### config.mk
export PLATFORM = sky130hd
export DESIGN_NAME = ics_input_selector
export DESIGN_NICKNAME = d
export VERILOG_FILES = /design/src/core/ics_pkg.sv /design/src/core/ics_links_if.sv /design/src/core/ics_auto_pick.sv /design/src/core/ics_history_timer.sv /design/src/core/ics_input_selector.sv
export SDC_FILE = /design/constraint.sdc
export NUM_CORES = 1
export LEC_CHECK = 0
export BUFFER_PORTS_ARGS = -buffer_cell sky130_fd_sc_hd__buf_4
export CORE_UTILIZATION = 50
export DETAILED_ROUTE_END_ITERATION = 6
export GPL_TIMING_DRIVEN = 0
export PLACE_DENSITY_LB_ADDON = 0.3
export SLEW_MARGIN = 20
export SYNTH_ARGS = -nofsm -noshare
export SYNTH_HDL_FRONTEND = slang
export SYNTH_SLANG_ARGS = --single-unit
### constraint.sdc
create_clock -name clk -period 17.1 [get_ports clk]
set_input_delay 0.855 -clock clk [delete_from_list [all_inputs] [get_ports clk]]
set_output_delay 0.855 -clock clk [all_outputs]
set_load 0.005 [all_outputs]
### src/core/ics_pkg.sv
// constants, register map and types of the input clock selector
// Function
// (RULE_01) exit bit 0 leaves holdover with fast-lock rate, 1 with normal loop rate
// (RULE_02) averaging window lasts (2^L - 1) x 8/3 x 1e-7 seconds
// (RULE_03) ignore delay before the window lasts 2^D x 2/3 x 1e-7 seconds
// (RULE_04) force bit enters holdover when history ready, else free-run; 0 is normal
// (RULE_05) switch mode: 0 manual, 1 automatic non-revertive, 2 revertive, 3 reserved
// (RULE_06) in manual mode source bit picks select pins (0) or register field (1)
// (RULE_07) register selection field value n selects input n, default input 0
// (RULE_08) select pins value n selects input n
// (RULE_09) with zero-delay operation input 3 is feedback, never a loop source
// (RULE_10) manual selection without valid clock enters holdover or free-run by itself
// (RULE_11) automatic mode ignores both select pins and register selection field
// (RULE_12) automatic choice only among unmasked-fault-free inputs; none gives holdover
// (RULE_13) revertive mode always moves to the highest-priority valid input
// (RULE_14) non-revertive mode keeps active input while valid, then takes best valid
// (RULE_15) no automatic switching while zero-delay operation is on
// (RULE_16) per-input signal loss ignore bit removes that loss from qualification
// (RULE_17) per-input frequency fault ignore bit removes that fault from qualification
// (RULE_18) rank 1 is most important down to 4; 0 never selected; 5-7 reserved
// (RULE_19) ranks sit at bits 2:0 and 6:4 of two consecutive bytes
// (RULE_20) history ready only after window plus delay of valid clock; loss restarts it
// (RULE_21) a valid input during holdover ends holdover and pulls in to it
// (RULE_22) equal nonzero ranks prefer the lower input index
package ics_pkg;
    localparam logic [15:0] ADDR_MANUAL_SEL = 16'h052A;
    localparam logic [15:0] ADDR_EXIT_RATE = 16'h052C;
    localparam logic [15:0] ADDR_WINDOW_LEN = 16'h052E;
    localparam logic [15:0] ADDR_IGNORE_DELAY = 16'h052F;
    localparam logic [15:0] ADDR_FORCE_HOLD = 16'h0535;
    localparam logic [15:0] ADDR_SWITCH_MODE = 16'h0536;
    localparam logic [15:0] ADDR_FAULT_MASKS = 16'h0537;
    localparam logic [15:0] ADDR_RANK_LOW = 16'h0538;
    localparam logic [15:0] ADDR_RANK_HIGH = 16'h0539;
    localparam logic [15:0] ADDR_HOLD_STATUS = 16'h053F;
    localparam int EXIT_RATE_BIT = 4;
    localparam int HIST_READY_BIT = 1;
    localparam int RANK_HI_LSB = 4;
    localparam logic [1:0] MODE_MANUAL = 2'h0;
    localparam logic [1:0] MODE_AUTO_NONREV = 2'h1;
    localparam logic [1:0] MODE_AUTO_REV = 2'h2;
    localparam logic [2:0] RANK_NEVER = 3'h0;
    localparam logic [2:0] RANK_LOWEST = 3'h4;
    localparam logic [4:0] WINDOW_CODE_RST = 5'h0A;
    localparam logic [4:0] DELAY_CODE_RST = 5'h0A;
    localparam logic [15:0] RANKS_RST = 16'h4321;
    localparam int NUM_INPUTS = 4;
    localparam int FEEDBACK_INPUT = 3;
    // history time is counted in thirds of a nanosecond so both formulas stay exact
    localparam int HIST_CNT_W = 44;
    localparam logic [HIST_CNT_W-1:0] WINDOW_UNIT_NS3 = 44'h320;
    localparam logic [HIST_CNT_W-1:0] DELAY_UNIT_NS3 = 44'hC8;
    localparam int CLK_PERIOD_NS = 10;
    localparam int CLK_STEP_NS3 = CLK_PERIOD_NS * 3;
    localparam int PULLIN_TIME_NS = 160;
    localparam int PULLIN_CYCLES = (PULLIN_TIME_NS + CLK_PERIOD_NS - 1) / CLK_PERIOD_NS;
    typedef enum logic [1:0] {
        ST_FREERUN = 2'h0,
        ST_PULLIN = 2'h1,
        ST_LOCKED = 2'h3,
        ST_HOLDOVER = 2'h2
    } ics_state_t;
endpackage

### src/core/ics_links_if.sv
// interfaces between the selector core and its helpers
`timescale 1ns/1ns
interface ics_hist_if;
    logic run;
    logic [4:0] windowCode;
    logic [4:0] delayCode;
    logic ready;
    modport owner(output run, output windowCode, output delayCode, input ready);
    modport timer(input run, input windowCode, input delayCode, output ready);
endinterface

interface ics_pick_if;
    logic [3:0] qualified;
    logic [15:0] ranks;
    logic revertive;
    logic [1:0] current;
    logic [1:0] nextIdx;
    logic anyValid;
    modport owner(output qualified, output ranks, output revertive, output current,
                  input nextIdx, input anyValid);
    modport picker(input qualified, input ranks, input revertive, input current,
                   output nextIdx, output anyValid);
endinterface

### src/core/ics_auto_pick.sv
// automatic input choice from qualification and rank
`timescale 1ns/1ns
module ics_auto_pick (
    ics_pick_if.picker pick
);
    import ics_pkg::*;
    logic [NUM_INPUTS-1:0] eligible;
    logic [2:0] rankOf [NUM_INPUTS];
    logic [1:0] bestIdx;
    logic [2:0] bestRank;
    logic bestFound;

    genvar gi;
    generate
        for (gi = 0; gi < NUM_INPUTS; gi++) begin : g_in
            assign rankOf[gi] = pick.ranks[gi*RANK_HI_LSB +: 3];
            // reserved ranks are treated like never-selected
            assign eligible[gi] = pick.qualified[gi] && (rankOf[gi] != RANK_NEVER)
                && (rankOf[gi] <= RANK_LOWEST); // RULE_12 RULE_18
        end
    endgenerate

    always_comb begin
        bestIdx = pick.current;
        bestRank = RANK_LOWEST;
        bestFound = 1'b0;
        // strict less-than keeps the lower index on a tie
        for (int i = 0; i < NUM_INPUTS; i++) begin
            if (eligible[i] && (!bestFound || rankOf[i] < bestRank)) begin // RULE_22
                bestIdx = 2'(i);
                bestRank = rankOf[i];
                bestFound = 1'b1;
            end
        end
    end

    wire keepCurrent = !pick.revertive && eligible[pick.current]; // RULE_14
    assign pick.nextIdx = keepCurrent ? pick.current : bestIdx; // RULE_13
    assign pick.anyValid = bestFound;
endmodule

### src/core/ics_history_timer.sv
// holdover history timer: window plus ignore delay of selected valid clock
`timescale 1ns/1ns
module ics_history_timer #(
    parameter int stepNs3 = ics_pkg::CLK_STEP_NS3
) (
    // clock and reset
    input wire logic clk,
    input wire logic sys_rst,
    // control
    ics_hist_if.timer hist
);
    import ics_pkg::*;
    localparam logic [HIST_CNT_W-1:0] STEP = HIST_CNT_W'(stepNs3);
    logic [HIST_CNT_W-1:0] elapsed_r;
    logic ready_r;

    wire [HIST_CNT_W-1:0] windowNs3 =
        ((HIST_CNT_W'(1) << hist.windowCode) - HIST_CNT_W'(1)) * WINDOW_UNIT_NS3; // RULE_02
    wire [HIST_CNT_W-1:0] delayNs3 =
        (HIST_CNT_W'(1) << hist.delayCode) * DELAY_UNIT_NS3; // RULE_03
    wire [HIST_CNT_W-1:0] targetNs3 = windowNs3 + delayNs3;
    wire reached = elapsed_r >= targetNs3;

    always_ff @(posedge clk) begin
        if (sys_rst || !hist.run) begin
            elapsed_r <= '0; // RULE_20
            ready_r <= 1'b0;
        end else begin
            // counter saturates once the goal is met
            if (!reached) begin
                elapsed_r <= elapsed_r + STEP;
            end
            ready_r <= reached; // RULE_20
        end
    end

    assign hist.ready = ready_r;
endmodule

### src/core/ics_input_selector.sv
// input clock selector with manual and automatic switching and holdover control
`timescale 1ns/1ns
module ics_input_selector #(
    parameter int histStepNs3 = ics_pkg::CLK_STEP_NS3,
    parameter int pullInCycles = ics_pkg::PULLIN_CYCLES
) (
    // clock and reset
    input wire logic clk,
    input wire logic sys_rst,
    // register port
    input wire logic regWrEn,
    input wire logic regRdEn,
    input wire logic [15:0] regAddr,
    input wire logic [7:0] regWrData,
    output logic [7:0] regRdData_r,
    // package select pins
    input wire logic [1:0] selectPins,
    // fault monitors and mode
    input wire logic [3:0] signalLoss,
    input wire logic [3:0] frequencyFault,
    input wire logic zeroDelayOperation,
    // loop control
    output logic [1:0] activeInput_r,
    output ics_pkg::ics_state_t loopState_r,
    output logic inHoldover_r,
    output logic inFreeRun_r,
    output logic pullInFast_r,
    output logic historyReady_r
);
    import ics_pkg::*;

    // configuration registers
    logic selectFromRegister_r;
    logic [1:0] regSelect_r;
    logic exitRateChoice_r;
    logic [4:0] averageWindowCode_r;
    logic [4:0] ignoreDelayCode_r;
    logic forceHold_r;
    logic [1:0] switchMode_r;
    logic [3:0] signalLossIgnore_r;
    logic [3:0] frequencyFaultIgnore_r;
    logic [15:0] ranks_r;

    // loop state
    ics_state_t state_nxt;
    logic [7:0] pullCnt_r;
    logic [7:0] rdMux;

    ics_hist_if histLink();
    ics_pick_if pickLink();

    // address decode
    wire wrSel = regWrEn && (regAddr == ADDR_MANUAL_SEL);
    wire wrExit = regWrEn && (regAddr == ADDR_EXIT_RATE);
    wire wrWindow = regWrEn && (regAddr == ADDR_WINDOW_LEN);
    wire wrDelay = regWrEn && (regAddr == ADDR_IGNORE_DELAY);
    wire wrForce = regWrEn && (regAddr == ADDR_FORCE_HOLD);
    wire wrMode = regWrEn && (regAddr == ADDR_SWITCH_MODE);
    wire wrMasks = regWrEn && (regAddr == ADDR_FAULT_MASKS);
    wire wrRankLo = regWrEn && (regAddr == ADDR_RANK_LOW);
    wire wrRankHi = regWrEn && (regAddr == ADDR_RANK_HIGH);

    always_ff @(posedge clk) begin
        if (sys_rst) begin
            selectFromRegister_r <= 1'b0;
            regSelect_r <= 2'h0;
        end else if (wrSel) begin
            selectFromRegister_r <= regWrData[0]; // RULE_06
            regSelect_r <= regWrData[2:1]; // RULE_07
        end
    end

    always_ff @(posedge clk) begin
        if (sys_rst) begin
            exitRateChoice_r <= 1'b0;
        end else if (wrExit) begin
            exitRateChoice_r <= regWrData[EXIT_RATE_BIT];
        end
    end

    always_ff @(posedge clk) begin
        if (sys_rst) begin
            averageWindowCode_r <= WINDOW_CODE_RST;
        end else if (wrWindow) begin
            averageWindowCode_r <= regWrData[4:0];
        end
    end

    always_ff @(posedge clk) begin
        if (sys_rst) begin
            ignoreDelayCode_r <= DELAY_CODE_RST;
        end else if (wrDelay) begin
            ignoreDelayCode_r <= regWrData[4:0];
        end
    end

    always_ff @(posedge clk) begin
        if (sys_rst) begin
            forceHold_r <= 1'b0;
        end else if (wrForce) begin
            forceHold_r <= regWrData[0];
        end
    end

    always_ff @(posedge clk) begin
        if (sys_rst) begin
            switchMode_r <= MODE_MANUAL;
        end else if (wrMode) begin
            switchMode_r <= regWrData[1:0]; // RULE_05
        end
    end

    always_ff @(posedge clk) begin
        if (sys_rst) begin
            signalLossIgnore_r <= 4'h0;
            frequencyFaultIgnore_r <= 4'h0;
        end else if (wrMasks) begin
            signalLossIgnore_r <= regWrData[3:0]; // RULE_16
            frequencyFaultIgnore_r <= regWrData[7:4]; // RULE_17
        end
    end

    // two ranks per byte, at bits 2:0 and 6:4
    always_ff @(posedge clk) begin
        if (sys_rst) begin
            ranks_r <= RANKS_RST;
        end else begin
            if (wrRankLo) begin
                ranks_r[2:0] <= regWrData[2:0]; // RULE_19
                ranks_r[6:4] <= regWrData[6:4];
            end
            if (wrRankHi) begin
                ranks_r[10:8] <= regWrData[2:0]; // RULE_19
                ranks_r[14:12] <= regWrData[6:4];
            end
        end
    end

    // readback; reserved bits and unmapped addresses read zero
    always_comb begin
        rdMux = 8'h00;
        if (regAddr == ADDR_MANUAL_SEL) begin
            rdMux = {5'h00, regSelect_r, selectFromRegister_r};
        end else if (regAddr == ADDR_EXIT_RATE) begin
            rdMux[EXIT_RATE_BIT] = exitRateChoice_r;
        end else if (regAddr == ADDR_WINDOW_LEN) begin
            rdMux = {3'h0, averageWindowCode_r};
        end else if (regAddr == ADDR_IGNORE_DELAY) begin
            rdMux = {3'h0, ignoreDelayCode_r};
        end else if (regAddr == ADDR_FORCE_HOLD) begin
            rdMux = {7'h00, forceHold_r};
        end else if (regAddr == ADDR_SWITCH_MODE) begin
            rdMux = {6'h00, switchMode_r};
        end else if (regAddr == ADDR_FAULT_MASKS) begin
            rdMux = {frequencyFaultIgnore_r, signalLossIgnore_r};
        end else if (regAddr == ADDR_RANK_LOW) begin
            rdMux = {1'b0, ranks_r[6:4], 1'b0, ranks_r[2:0]};
        end else if (regAddr == ADDR_RANK_HIGH) begin
            rdMux = {1'b0, ranks_r[14:12], 1'b0, ranks_r[10:8]};
        end else if (regAddr == ADDR_HOLD_STATUS) begin
            rdMux[HIST_READY_BIT] = historyReady_r;
        end
    end

    always_ff @(posedge clk) begin
        if (sys_rst) begin
            regRdData_r <= 8'h00;
        end else if (regRdEn) begin
            regRdData_r <= rdMux;
        end
    end

    // input qualification
    // feedback input drops out of every choice in zero-delay operation
    wire [3:0] usable = {~zeroDelayOperation, 3'h7}; // RULE_09
    wire [3:0] lossCounts = signalLoss & ~signalLossIgnore_r; // RULE_16
    wire [3:0] faultCounts = frequencyFault & ~frequencyFaultIgnore_r; // RULE_17
    wire [3:0] qualified = ~(lossCounts | faultCounts) & usable; // RULE_12
    // manual validity ignores the masks: they only steer automatic switching
    wire [3:0] clockPresent = ~(signalLoss | frequencyFault) & usable;

    // reserved mode code behaves as manual
    wire autoMode = (switchMode_r == MODE_AUTO_NONREV) || (switchMode_r == MODE_AUTO_REV);
    wire [1:0] manualPick = selectFromRegister_r ? regSelect_r : selectPins; // RULE_06 RULE_08

    assign pickLink.qualified = qualified;
    assign pickLink.ranks = ranks_r;
    assign pickLink.revertive = (switchMode_r == MODE_AUTO_REV); // RULE_13
    assign pickLink.current = activeInput_r;

    ics_auto_pick uPick (
        .pick(pickLink.picker)
    );

    // automatic mode never looks at pins or the register field
    // zero-delay operation freezes the automatic choice on the present input
    wire [1:0] autoIdx = zeroDelayOperation ? activeInput_r : pickLink.nextIdx; // RULE_11 RULE_15
    wire autoValid = zeroDelayOperation ? qualified[activeInput_r] : pickLink.anyValid;
    wire [1:0] candidateIdx = autoMode ? autoIdx : manualPick;
    wire candidateValid = autoMode ? autoValid : clockPresent[manualPick]; // RULE_10 RULE_12
    wire switchEvent = candidateIdx != activeInput_r;
    wire sourceOk = candidateValid && !forceHold_r; // RULE_04

    always_ff @(posedge clk) begin
        if (sys_rst) begin
            activeInput_r <= 2'h0;
        end else begin
            activeInput_r <= candidateIdx;
        end
    end

    // history runs only while a valid clock feeds the loop unchanged
    assign histLink.run = sourceOk && !switchEvent
        && (loopState_r == ST_PULLIN || loopState_r == ST_LOCKED); // RULE_20
    assign histLink.windowCode = averageWindowCode_r;
    assign histLink.delayCode = ignoreDelayCode_r;

    ics_history_timer #(
        .stepNs3(histStepNs3)
    ) uHist (
        .clk(clk),
        .sys_rst(sys_rst),
        .hist(histLink.timer)
    );

    always_ff @(posedge clk) begin
        if (sys_rst) begin
            historyReady_r <= 1'b0;
        end else begin
            historyReady_r <= histLink.ready;
        end
    end

    wire pullDone = pullCnt_r >= 8'(pullInCycles - 1);
    // leaving lock uses the history gathered so far
    wire ics_state_t lossState = historyReady_r ? ST_HOLDOVER : ST_FREERUN; // RULE_04 RULE_10

    always_comb begin
        state_nxt = loopState_r;
        case (loopState_r)
            ST_FREERUN: begin
                if (sourceOk) begin
                    state_nxt = ST_PULLIN;
                end
            end
            ST_PULLIN: begin
                if (!sourceOk) begin
                    state_nxt = lossState;
                end else if (pullDone && !switchEvent) begin
                    state_nxt = ST_LOCKED;
                end
            end
            ST_LOCKED: begin
                if (!sourceOk) begin
                    state_nxt = lossState; // RULE_12
                end else if (switchEvent) begin
                    state_nxt = ST_PULLIN;
                end
            end
            ST_HOLDOVER: begin
                if (sourceOk) begin
                    state_nxt = ST_PULLIN; // RULE_21
                end
            end
            default: begin
                state_nxt = ST_FREERUN;
            end
        endcase
    end

    always_ff @(posedge clk) begin
        if (sys_rst) begin
            loopState_r <= ST_FREERUN;
        end else begin
            loopState_r <= state_nxt;
        end
    end

    // pull-in counter restarts on every entry and on every switchover
    always_ff @(posedge clk) begin
        if (sys_rst || state_nxt != ST_PULLIN || loopState_r != ST_PULLIN || switchEvent) begin
            pullCnt_r <= 8'h00;
        end else if (!pullDone) begin
            pullCnt_r <= pullCnt_r + 8'h01;
        end
    end

    // the fast rate applies only to a pull-in that leaves holdover or free-run
    wire leavingHold = (loopState_r == ST_HOLDOVER || loopState_r == ST_FREERUN)
        && state_nxt == ST_PULLIN;

    always_ff @(posedge clk) begin
        if (sys_rst) begin
            pullInFast_r <= 1'b0;
        end else if (leavingHold) begin
            pullInFast_r <= !exitRateChoice_r; // RULE_01
        end else if (state_nxt != ST_PULLIN || switchEvent) begin
            pullInFast_r <= 1'b0;
        end
    end

    always_ff @(posedge clk) begin
        if (sys_rst) begin
            inHoldover_r <= 1'b0;
            inFreeRun_r <= 1'b1;
        end else begin
            inHoldover_r <= state_nxt == ST_HOLDOVER; // RULE_04
            inFreeRun_r <= state_nxt == ST_FREERUN;
        end
    end
endmodule

==> results.sh <==
export IMPL_status="completed"
export IMPL_tightestPinTransition_ns=1.00
export IMPL_ys_flop_type="dfxtp_1"
export IMPL_grt_first_pass_wirelength_um=62900
export IMPL_period_minus_slack_ns=12.21
export IMPL_drv_slew=0
export IMPL_syn_area_um2=15500
export IMPL_postCtsSetupBuffers=0
export IMPL_ios=55
export IMPL_total_power_mw=0.531
export IMPL_dp_slack_ns=5.07
export IMPL_dp_hpwl_um=32200
export IMPL_antenna_left=0
export IMPL_cts_sinks=105
export IMPL_track_usage=0.246
export IMPL_worstPathMaxFanout=10
export IMPL_drt_iter0_drc=791
export IMPL_grt_max_degree=23
export IMPL_multi_input_area_um2=12200
export IMPL_grt_pass1_vias=13400
export IMPL_place_area_um2=16400
export IMPL_routedWlPerCell_um=15.5
export IMPL_synth_distinct_cells=78
export IMPL_slowest_delay_ns=0.68
export IMPL_fin_ws_ns=4.89
export IMPL_cts_max_level=3
export IMPL_cp_slowest_cell="a211oi_1"
export IMPL_synth_commonest_cells="291 x inv_1, 288 x ha_1, 161 x nor2_1"
export IMPL_drc=0
export IMPL_fill_cells=2892
export IMPL_synthArstFlopShare=0
export IMPL_numCtsBuffers=9
export IMPL_leakage_nw=8.88
export IMPL_first_pass_iters=5
export IMPL_num_vias=13800
export IMPL_arrival_ns=12.52
export IMPL_place_congestion=0.935
export IMPL_row_count=64
export IMPL_clk_latency_ns=0.38
export IMPL_crit_type="register to register"
export IMPL_rsz0062_at_grt="no"
export IMPL_clk_pin_slew_ns=0.08
export IMPL_ys_warn_count=0
export IMPL_syn2layout_area_growth_pct=7.98
export IMPL_synth_seq_cells=105
export IMPL_max_freq_mhz=81.9
export IMPL_cts_tree="done"
export IMPL_min_period_over_period=0.714
export IMPL_dieArea_um2=31700
export IMPL_end_kind="register"
export IMPL_clockBufferDepth=2
export IMPL_core_area_um2=30500
export IMPL_die_w_um=178
export IMPL_ir_drop_mv=0.0396
export IMPL_drive_above_1_share=0.0470
export IMPL_fp_dieH_um=178
export IMPL_setup_violations_final=0
export IMPL_powerDensity_nw_per_um2=31.7
export IMPL_finalWirelength_um=38200
export IMPL_yosysSeqAreaShare=0.136
export IMPL_stdcell_area_um2=16700
export IMPL_viasPerCell=5.61
export IMPL_post_cts_resized=0
export IMPL_start_util=0.508
export IMPL_cp_common_cell="ha_1"
export IMPL_ff_latch_area_um2=2100
export IMPL_cp_start_kind="register"
export IMPL_synth_edf_count=0
export IMPL_slew_limit_headroom=0.327
export IMPL_antenna_cells=0
export IMPL_worstPathRequired_ns=17.41
export IMPL_ctsHoldBuffers=0
export IMPL_synth_area_leader_cell="ha_1"
export IMPL_synth_top_area_share=0.233
export IMPL_syn_area_per_cell_um2=7.81
export IMPL_fin_tns_setup_ns=0
export IMPL_final_nets=2444
export IMPL_port_buffer_count=49
export IMPL_fin_skew_ns=0.0165
export IMPL_fin_util=0.548
export IMPL_yosysMostFrequentCell="inv_1"
export IMPL_overflow=0
export IMPL_grt_antenna_before_repair=0
export IMPL_clockRootBuffer="clkbuf_16"
export IMPL_synth_area_top_cells="ha_1 23%, dfxtp_1 14%, fa_1 7.6%, inv_1 7.1%, xnor2_1 5.0%"
export IMPL_hold_viol=0
export IMPL_worst_hold_path_type="register to register"
export IMPL_drv_cap=0
export IMPL_syn_inst=1984
[layout make-up]
class                   count  area share
plain buffers              42      0.0102
clock buffers               9      0.0135
clock inverters             7     0.00531
inverters                 293      0.0658
multi-input cells        1558       0.728
flip-flops and latches    105       0.126
well taps                 396      0.0296
repair buffers             49      0.0220
[final timing paths]
path	from	endpoint	slack, ns	depth (start not counted)
max	averageWindowCode_r[2]	uHist.elapsed_r[24]	4.89	45
min	uHist.hist.ready	historyReady_r	0.45	1
max reg2reg	averageWindowCode_r[2]	uHist.elapsed_r[24]	4.89	45
min reg2reg	uHist.hist.ready	historyReady_r	0.45	1
[layer usage]
metal / routed length (µm) / global-route usage
met5: 0 / 0
met4: 1360 / 0.0983
met3: 1630 / 0.0243
met2: 17000 / 0.404
met1: 18200 / 0.329
[placed cells by master, fill, tap and decap left out, types with 9 or more instances in the layout]
master	synthesis	layout
or3_1	11	11
dfxtp_1	105	105
o21bai_1	12	12
conb_1	2	16
a21o_1	74	74
a21oi_1	127	127
o21ai_0	73	73
nand2_1	158	158
a211oi_1	12	12
and3_1	20	20
clkbuf_1	35	35
nor3_1	29	29
and2_1	12	12
xor2_1	60	60
ha_1	288	288
nand3_1	68	68
xnor2_1	89	89
o21a_1	25	25
a31oi_1	15	15
inv_1	291	291
clkbuf_16	0	9
o211ai_1	12	12
fa_1	59	59
a211o_1	17	17
buf_4	0	49
nor2b_1	16	16
nand4_1	30	30
mux2i_1	20	20
nor2_1	161	161
nor3b_1	10	10
a21boi_0	9	9
nand2b_1	24	24
[logic make-up (layout without fill, tap and decap cells)]
logic type | Yosys count | in the layout | share of synthesized area
and+or+nand+nor | 572 | 572 | 0.176
AOI/OAI and AO/OA | 448 | 448 | 0.194
adders and majority gates | 347 | 347 | 0.309
buffers and inverters | 335 | 400 | 0.0820
xor gates and xnor gates | 149 | 149 | 0.0842
DFF | 105 | 105 | 0.136
muxes | 26 | 26 | 0.0187
other | 2 | 16 | 0.000485
[where the power goes]
group | leakage, nW | switching [mW] | total (mW) | internal, mW
logic | 7.88 | 0.0379 | 0.0639 | 0.0260
registers | 0.849 | 0.00139 | 0.247 | 0.246
clock network | 0.153 | 0.114 | 0.220 | 0.106
[stage by stage]
stage | instances | hold slack [ns]
floorplan | 1998 | 0.414
global placement | 2443 | 0.433
detailed placement | 2443 | 0.432
CTS | 2459 | 0.460
global route | 2459 | 0.468
finish | 2459 | 0.455
[worst max-delay path: cells and delay by family (launching register included)]
| family | cells | cell delay (ns) |
|---|---|---|
| adders and majority gates | 7 | 2.51 |
| xor gates and xnor gates | 3 | 0.68 |
| DFF | 1 | 0.34 |
| buffers and inverters | 7 | 1.93 |
| and+or+nand+nor | 13 | 2.22 |
| AOI/OAI and AO/OA | 15 | 4.46 |
[registers in the layout, indices dropped and copies added (netlist names)]
register / count
uHist.elapsed_r: 43
signalLossIgnore_r: 4
regSelect_r: 2
selectFromRegister_r: 1
exitRateChoice_r: 1
pullCnt_r: 8
historyReady_r: 1
frequencyFaultIgnore_r: 4
pickLink.ranks: 12
loopState_r: 2
inHoldover_r: 1
averageWindowCode_r: 5
activeInput_r: 2
regRdData_r: 8
pullInFast_r: 1
inFreeRun_r: 1
forceHold_r: 1
histLink.delayCode: 5
uHist.hist.ready: 1
switchMode_r: 2
No activity file was read; power rests on OpenSTA's default activity.
